`src/shared/adc_acc_pkg.sv`:
```
package adc_acc_pkg;

    // Register addresses on the 8-bit special function register port
    localparam logic [7:0] ACC_CFG_ADDR    = 8'hBA;
    localparam logic [7:0] PWR_TIME_ADDR   = 8'hBB;
    localparam logic [7:0] RESULT_LO_ADDR  = 8'hBD;
    localparam logic [7:0] RESULT_HI_ADDR  = 8'hBE;

    // Field positions
    localparam int WIDE_BIT  = 7;
    localparam int ACCUM_BIT = 6;
    localparam int SJ_LSB    = 3;
    localparam int RPT_LSB   = 0;
    localparam int LPM_BIT   = 7;
    localparam int PWR_LSB   = 0;

    // Reset values
    localparam logic [7:0] ACC_CFG_RESET  = 8'h00;
    localparam logic [7:0] PWR_TIME_RESET = 8'h0F;

    // Shift and justify codes
    localparam logic [2:0] SJ_LEFT = 3'h4;

    // Data width in each mode
    localparam int WIDE_BITS   = 12;
    localparam int NARROW_BITS = 10;

    // Power-up step time and its count in system clocks
    localparam int CLK_PERIOD_NS = 20;
    localparam int PWR_STEP_NS   = 400;
    localparam int PWR_STEP_CYC  = (PWR_STEP_NS + CLK_PERIOD_NS - 1) / CLK_PERIOD_NS;

    typedef struct packed {
        logic       wide;
        logic       accum;
        logic [2:0] sj;
        logic [2:0] rpt;
    } acc_cfg_s;

    typedef struct packed {
        logic       lpm;
        logic [3:0] pwr;
    } pwr_cfg_s;

    typedef struct packed {
        logic       done;
        logic [11:0] data;
    } conv_result_s;

endpackage

```
`src/core/adc_accumulate_powerup_ctrl.sv`:
```
module adc_accumulate_powerup_ctrl
    import adc_acc_pkg::*;
#(
    parameter int DATA_W = 12
) (
    input  wire logic              clk_i,                // System clock
    input  wire logic              sys_rst_i,            // Async reset, high
    input  wire logic              ce_i,                 // Clock enable
    input  wire logic [7:0]        sfr_addr_i,           // Register address
    input  wire logic              sfr_wr_i,             // Register write strobe
    input  wire logic [7:0]        sfr_wdata_i,          // Write data
    output logic      [7:0]        sfr_rdata_o,          // Read data, one cycle late
    input  wire logic              burst_operation_enable_i, // Burst mode on
    input  wire logic              converter_enable_i,   // Converter enable
    input  wire logic              soc_i,                // Start of conversion pulse
    input  wire conv_result_s      conv_i,               // Conversion done and data
    output logic                   wide_mode_enable_o,   // 12-bit mode select
    output logic                   low_power_mode_enable_o, // Low power mode
    output logic                   converter_power_o,    // Converter powered
    output logic                   conv_go_o,            // Conversion may proceed
    output logic                   burst_busy_o,         // Burst in progress
    output logic      [15:0]       result_o              // Running total
);

    typedef enum logic [1:0] {ST_IDLE, ST_WAKE, ST_RUN} burst_state_e;

    acc_cfg_s     acc_cfg;
    pwr_cfg_s     pwr_cfg;
    burst_state_e state;
    logic [15:0]  total;
    logic [8:0]   wake_cnt;
    logic [6:0]   conv_cnt;
    logic [6:0]   rpt_n;
    logic [15:0]  view;
    logic [15:0]  next_total;
    logic         wr_cfg;
    logic         wr_pwr;
    logic         wr_lo;
    logic         wr_hi;
    logic         last_conv;

    assign wr_cfg = ce_i && sfr_wr_i && (sfr_addr_i == ACC_CFG_ADDR);
    assign wr_pwr = ce_i && sfr_wr_i && (sfr_addr_i == PWR_TIME_ADDR);
    assign wr_lo  = ce_i && sfr_wr_i && (sfr_addr_i == RESULT_LO_ADDR);
    assign wr_hi  = ce_i && sfr_wr_i && (sfr_addr_i == RESULT_HI_ADDR);

    ////////////////////////////////////////////////////////////////////////////////
    // Configuration registers
    always_ff @(posedge clk_i or posedge sys_rst_i) begin
        if (sys_rst_i) begin
            acc_cfg <= acc_cfg_s'(ACC_CFG_RESET);
        end else if (wr_cfg) begin
            acc_cfg.wide  <= sfr_wdata_i[WIDE_BIT];
            acc_cfg.accum <= sfr_wdata_i[ACCUM_BIT];
            acc_cfg.sj    <= sfr_wdata_i[SJ_LSB +: 3];
            acc_cfg.rpt   <= sfr_wdata_i[RPT_LSB +: 3];
        end
    end

    // Power-up timing register; unused bits 6:4 are not stored
    always_ff @(posedge clk_i or posedge sys_rst_i) begin
        if (sys_rst_i) begin
            pwr_cfg <= '{lpm: PWR_TIME_RESET[LPM_BIT], pwr: PWR_TIME_RESET[PWR_LSB +: 4]};
        end else if (wr_pwr) begin
            pwr_cfg.lpm <= sfr_wdata_i[LPM_BIT];
            pwr_cfg.pwr <= sfr_wdata_i[PWR_LSB +: 4];
        end
    end

    assign wide_mode_enable_o      = acc_cfg.wide;
    assign low_power_mode_enable_o = pwr_cfg.lpm;

    ////////////////////////////////////////////////////////////////////////////////
    // Repeat code decode; reserved codes fall back to a single conversion
    always_comb begin
        unique case (acc_cfg.rpt)
            3'h1:    rpt_n = 7'd4;
            3'h2:    rpt_n = 7'd8;
            3'h3:    rpt_n = 7'd16;
            3'h4:    rpt_n = 7'd32;
            3'h5:    rpt_n = 7'd64;
            default: rpt_n = 7'd1;
        endcase
    end

    assign last_conv = (conv_cnt == rpt_n - 7'd1);

    ////////////////////////////////////////////////////////////////////////////////
    // Burst sequencer: wake delay only when the converter was allowed to sleep
    always_ff @(posedge clk_i or posedge sys_rst_i) begin
        if (sys_rst_i) begin
            state    <= ST_IDLE;
            wake_cnt <= '0;
            conv_cnt <= '0;
        end else if (ce_i) begin
            unique case (state)
                ST_IDLE: begin
                    conv_cnt <= '0;
                    if (burst_operation_enable_i && soc_i) begin
                        if (converter_enable_i) begin
                            state <= ST_RUN;
                        end else begin
                            state    <= ST_WAKE;
                            wake_cnt <= 9'((32'(pwr_cfg.pwr) + 1) * PWR_STEP_CYC - 1);
                        end
                    end
                end
                ST_WAKE: begin
                    if (wake_cnt == '0) begin
                        state <= ST_RUN;
                    end else begin
                        wake_cnt <= wake_cnt - 9'd1;
                    end
                end
                ST_RUN: begin
                    if (conv_i.done) begin
                        conv_cnt <= conv_cnt + 7'd1;
                        if (last_conv) begin
                            state <= ST_IDLE;
                        end
                    end
                end
            endcase
        end
    end

    // Leaving burst mode does not stop a sequence; the sequencer runs on to its next idle visit
    assign burst_busy_o = (state != ST_IDLE);
    // Burst with enable set never sleeps; burst with enable clear sleeps outside a burst; burst off follows the enable
    assign converter_power_o = burst_operation_enable_i ?
                               (converter_enable_i || state != ST_IDLE)
                               : converter_enable_i;
    assign conv_go_o = burst_operation_enable_i ? (state == ST_RUN)
                                                : converter_enable_i;

    ////////////////////////////////////////////////////////////////////////////////
    // Running total; a finished conversion beats a software write in the same cycle, unless burst mode drops it outside ST_RUN
    always_comb begin
        next_total = total;
        if (wr_lo) begin
            next_total[7:0] = sfr_wdata_i;
        end
        if (wr_hi) begin
            next_total[15:8] = sfr_wdata_i;
        end
        if (conv_i.done) begin
            if (burst_operation_enable_i) begin
                if (state == ST_RUN) begin
                    next_total = (conv_cnt == '0) ? 16'(conv_i.data)
                                                  : total + 16'(conv_i.data);
                end
            end else if (acc_cfg.accum) begin
                next_total = total + 16'(conv_i.data);
            end else begin
                next_total = 16'(conv_i.data);
            end
        end
    end

    always_ff @(posedge clk_i or posedge sys_rst_i) begin
        if (sys_rst_i) begin
            total <= '0;
        end else if (ce_i) begin
            total <= next_total;
        end
    end

    assign result_o = total;

    ////////////////////////////////////////////////////////////////////////////////
    // Read view: shifting here keeps the stored sum exact
    always_comb begin
        view = total;
        if (acc_cfg.sj == SJ_LEFT) begin
            view = acc_cfg.wide ? (total << (16 - WIDE_BITS))
                                : (total << (16 - NARROW_BITS));
        end else if (!acc_cfg.sj[2]) begin
            view = total >> acc_cfg.sj;
        end
    end

    // Registered read data; unmapped addresses read zero
    always_ff @(posedge clk_i or posedge sys_rst_i) begin
        if (sys_rst_i) begin
            sfr_rdata_o <= '0;
        end else if (ce_i) begin
            unique case (sfr_addr_i)
                ACC_CFG_ADDR:   sfr_rdata_o <= {acc_cfg.wide, 1'b0,
                                                acc_cfg.sj, acc_cfg.rpt};
                PWR_TIME_ADDR:  sfr_rdata_o <= {pwr_cfg.lpm, 3'h0, pwr_cfg.pwr};
                RESULT_LO_ADDR: sfr_rdata_o <= view[7:0];
                RESULT_HI_ADDR: sfr_rdata_o <= view[15:8];
                default:        sfr_rdata_o <= '0;
            endcase
        end
    end

    ////////////////////////////////////////////////////////////////////////////////
    // Checks
    property p_wide;
        @(posedge clk_i) disable iff (sys_rst_i)
        wr_cfg |=> (wide_mode_enable_o == $past(sfr_wdata_i[WIDE_BIT]));
    endproperty
    a_wide: assert property (p_wide) else $error("wide mode not taken");

    property p_latest;
        @(posedge clk_i) disable iff (sys_rst_i)
        ce_i && conv_i.done && !burst_operation_enable_i && !acc_cfg.accum
        |=> (total == 16'($past(conv_i.data)));
    endproperty
    a_latest: assert property (p_latest) else $error("latest result not held");

    property p_accum;
        @(posedge clk_i) disable iff (sys_rst_i)
        ce_i && conv_i.done && !burst_operation_enable_i && acc_cfg.accum
        |=> (total == $past(total) + 16'($past(conv_i.data)));
    endproperty
    a_accum: assert property (p_accum) else $error("result not accumulated");

    property p_clear;
        @(posedge clk_i) disable iff (sys_rst_i)
        wr_hi && sfr_wdata_i == 8'h00 && !conv_i.done |=> (total[15:8] == 8'h00);
    endproperty
    a_clear: assert property (p_clear) else $error("high byte not cleared");

    property p_ae_read;
        @(posedge clk_i) disable iff (sys_rst_i)
        ce_i && sfr_addr_i == ACC_CFG_ADDR |=> !sfr_rdata_o[ACCUM_BIT];
    endproperty
    a_ae_read: assert property (p_ae_read) else $error("accumulate bit read back");

    property p_left;
        @(posedge clk_i) disable iff (sys_rst_i)
        ce_i && sfr_addr_i == RESULT_LO_ADDR && acc_cfg.sj == SJ_LEFT && acc_cfg.wide
        |=> (sfr_rdata_o[3:0] == 4'h0);
    endproperty
    a_left: assert property (p_left) else $error("left justify wrong");

    property p_count;
        @(posedge clk_i) disable iff (sys_rst_i)
        state == ST_RUN |-> (conv_cnt < rpt_n);
    endproperty
    a_count: assert property (p_count) else $error("burst count overrun");

    property p_nburst;
        @(posedge clk_i) disable iff (sys_rst_i)
        !burst_operation_enable_i |-> (converter_power_o == converter_enable_i);
    endproperty
    a_nburst: assert property (p_nburst) else $error("power not tracking enable");

    property p_stay;
        @(posedge clk_i) disable iff (sys_rst_i)
        burst_operation_enable_i && converter_enable_i |-> converter_power_o;
    endproperty
    a_stay: assert property (p_stay) else $error("converter dropped power");

    property p_wait;
        @(posedge clk_i) disable iff (sys_rst_i)
        ce_i && state == ST_IDLE && soc_i && burst_operation_enable_i && !converter_enable_i
        |=> !conv_go_o [*8];
    endproperty
    a_wait: assert property (p_wait) else $error("conversion before wake delay");

endmodule

```
`config.mk`:
```
export PLATFORM = sky130hd
export DESIGN_NAME = adc_accumulate_powerup_ctrl
export DESIGN_NICKNAME = d
export VERILOG_FILES = /design/src/shared/adc_acc_pkg.sv /design/src/core/adc_accumulate_powerup_ctrl.sv
export SDC_FILE = /design/constraint.sdc
export NUM_CORES = 1
export LEC_CHECK = 0
export BUFFER_PORTS_ARGS = -buffer_cell sky130_fd_sc_hd__buf_2
export CAP_MARGIN = 20
export CORE_ASPECT_RATIO = 0.8
export CORE_MARGIN = 8
export CORE_UTILIZATION = 50
export DETAILED_ROUTE_END_ITERATION = 10
export HOLD_SLACK_MARGIN = 0.15
export PLACE_DENSITY_LB_ADDON = 0.2
export SLEW_MARGIN = 10
export SYNTH_ARGS = -nofsm -noshare
export SYNTH_HDL_FRONTEND = slang
export SYNTH_SLANG_ARGS = --single-unit
```
`constraint.sdc`:
```
create_clock -name clk_i -period 3.18 [get_ports clk_i]
set_input_delay 0.318 -clock clk_i [delete_from_list [all_inputs] [get_ports clk_i]]
set_output_delay 0.318 -clock clk_i [all_outputs]
set_load 0.005 [all_outputs]
```
==> metrics.txt <==
CTS root buf clkbuf_16; hold slack 0.3511 ns; Clock Skew 0.007282 ns; RSZ-0062 raised after global routing false; Post-synth EDFFs 0; Least-Margin Pin Slew 0.7265 ns; Die Area 13110 sq um; status finished clean; crit start category flip-flop; synth warn 0; CP cell instances ha_1, ha_1, ha_1, inv_1, fa_1, xnor2_1, nor3b_1, xnor2_1, xor2_1, a32o_1; HP Class in2reg; Clock power frac 0.191; DR DRC count 0; commonest non-fill, non-tap cell in the layout buf_2; Mapped Cells 573; DRT iter0 DRCs 445; CTS tree done; PwrDens 554.1 nW/um^2; post-detail-place hpwl 11110 um; Nets 692; Setup crit end kind flip-flop; Final period util 0.9000; global-route wire length before repair 24510 um; Synth cell types 73; 1st-pass router iterations 5; reg2reg setup slack 0.32 ns; Critical Path RT 3.36 ns; Post-CTS Resized 0; non-filler cells in the finished layout 749; vias per cell 6.451; Slew headroom 0.5120; Initial Util 0.5083; Final min period 2.862 ns; Most Frequent Cell on Critical Path ha_1; Total GRT Usage 0.2260; MaxCap Viol Count 0; endpoint arrival time on the critical path 3.05 ns; Top FF cell, synth dfrtp_1; clock sinks 55; largest net degree at the start of global routing 31; Die H 104.0 um; Final GP Congestion 0.9181; Rows 32; Pwr Total 3.018 mW; fin util 0.5716; Skew-Pair Late Insertion Delay 0.30 ns; critical-path maximum fanout 8; Leak 2.452 nW; CP max stage cell dfstp_2; initial antenna violation count 0; FF/Latch Area 1381 sq um; cell internal pwr 1.707 mW; switching power total 1.310 mW; most frequent cells in the layout 64 x buf_2, 51 x dfrtp_1, 46 x o21ai_0; VDD IR max 0.0002285 V; layout cells sized above 1 0.1937; H-tree levels 2; Placeable Area 9529 sq um; TNS Setup 0 ns; kind of critical path reg2reg; Die Wd 126.0 um; register area share after synthesis 0.2852; vias in the first global route 4771; fmax 349.4 MHz; Yosys reg bits 55; Multi-input gate area 3233 sq um; combinational power share 0.456; n_diodes 0; Mean Syn Cell Area 8.453 sq um; CTS clock-pin slew for the worst setup and hold paths 0.08 ns; PortBufs 64; CP max stage delay 0.61 ns; # fillers 883; ANT nets after route 0; clock buffer depth 2; Post-Route WL 14880 um; post-synthesis cell area 4843 sq um; setup violators final 0; final hold vios 0; Layout area overhead 12.45%; FFs w/ async S/R, synth 1.000; Slew Limit Fails 0; placed cell count 740; vias 4832; syn nets 636; total CTS buffers 5; part of the power in registers 0.353; routed length per instance 19.86 um; switching share of power 0.4342; Ports 65; total grt overflow 0
synth_stat cells (3+ instances only):
| cell | instances | area, sq um |
|---|---|---|
| dfrtp_1 | 51 | 1276 |
| o21ai_0 | 46 | 230.2 |
| a21oi_1 | 45 | 225.2 |
| nand2_1 | 45 | 168.9 |
| nor2_1 | 44 | 165.2 |
| inv_1 | 30 | 112.6 |
| ha_1 | 25 | 312.8 |
| mux2i_1 | 25 | 250.2 |
| clkbuf_1 | 22 | 82.58 |
| mux2_2 | 20 | 225.2 |
| nand3_1 | 15 | 75.07 |
| xnor2_1 | 15 | 131.4 |
| nor3_1 | 14 | 70.07 |
| xor2_1 | 13 | 113.9 |
| o211ai_1 | 12 | 90.09 |
| a21o_1 | 11 | 82.58 |
| a22oi_1 | 11 | 82.58 |
| a31oi_1 | 10 | 62.56 |
| and3_1 | 6 | 37.54 |
| a221oi_1 | 5 | 43.79 |
| a32oi_1 | 5 | 43.79 |
| and2_1 | 5 | 31.28 |
| nand4_1 | 5 | 31.28 |
| nor2b_1 | 5 | 31.28 |
| a32o_1 | 4 | 40.04 |
| dfstp_2 | 4 | 105.1 |
| nand3b_1 | 4 | 30.03 |
| o2111ai_1 | 4 | 35.03 |
| o31ai_1 | 4 | 30.03 |
| a211oi_1 | 3 | 22.52 |
| a21boi_0 | 3 | 22.52 |
| buf_2 | 3 | 15.01 |
| nand2b_1 | 3 | 18.77 |
| o22ai_1 | 3 | 18.77 |
| o2bb2ai_1 | 3 | 26.28 |
| or3_1 | 3 | 18.77 |
area by class of cell:
class / instances / share of cell area
clock inverter: 3 / 0.004595
clock buffer: 5 / 0.02297
inverter: 30 / 0.02068
multi-input combinational: 460 / 0.5936
sequential: 55 / 0.2536
timing repair buffer: 77 / 0.07719
tap: 119 / 0.02734
timing repair:
item                                   4_1_cts  5_1_grt
endpoints found under the hold margin       25        0
setup buffers                                0        0
hold buffers                                 1        0
state kept, by name, summed over array words and instances, names as in the netlist:
signal and count:
acc_cfg 7, conv_cnt 7, low_power_mode_enable_o 1, pwr_cfg 4, wide_mode_enable_o 1, wake_cnt 9
state 2, result_o 16, sfr_rdata_o 8
power groups by stage:
stage / combinational (mW) / clock [mW] / sequential [mW]
CTS: 1.37 / 0.589 / 1.06
finish: 1.38 / 0.576 / 1.07
floorplan: 0.996 / 0 / 0.985
global placement: 1.32 / 0 / 1.06
global route: 1.53 / 0.610 / 1.08
detailed placement: 1.35 / 0 / 1.07
kinds of logic (layout without fill, tap and decap cells):
group | Yosys count | count (layout) | synth area share
AOI/OAI and AO/OA | 196 | 196 | 0.2697
DFF | 55 | 55 | 0.2852
xor gates and xnor gates | 28 | 28 | 0.05063
buffers and inverters | 58 | 115 | 0.04727
adders and majority gates | 27 | 27 | 0.07285
and+or+nand+nor | 163 | 163 | 0.1715
muxes | 46 | 46 | 0.1028
final timing paths:
check | cells after the start | startpoint | end
max in group asynchronous | 4 | sys_rst_i | pwr_cfg[1]
worst max register to register | 10 | pwr_cfg[0] | wake_cnt[8]
worst min-delay path | 3 | conv_i[4] | result_o[4]
min in group asynchronous | 3 | sys_rst_i | conv_cnt[4]
worst min register to register | 1 | sfr_rdata_o[0] | sfr_rdata_o[0]
worst max-delay path | 10 | pwr_cfg[0] | wake_cnt[8]
worst max-delay path: cells and delay by family (launching register included):
kind	cells	cell delay (ns)
xor gates and xnor gates	3	0.42
buffers and inverters	1	0.06
AOI/OAI and AO/OA	1	0.25
adders and majority gates	4	1.14
DFF	1	0.61
and+or+nand+nor	1	0.25
routing by layer:
metal  global-route usage  wire (um)  up-vias
met2               0.3596       6773      208
met5                    0          0        -
met1               0.3052       6686     2348
met3              0.05020       1216       19
li1                     -          -     2257
met4              0.05141        199        0
stage by stage:
stage / setup WS (ns) / area, sq um
2_1_floorplan: 0.3438 / 4843
3_3_place_gp: 0.4236 / 5286
3_5_place_dp: 0.3413 / 5286
4_1_cts: 0.3241 / 5446
5_1_grt: 0.1105 / 5446
6_report: 0.3181 / 5446
Note: power is estimated with default switching activity, not from simulation.
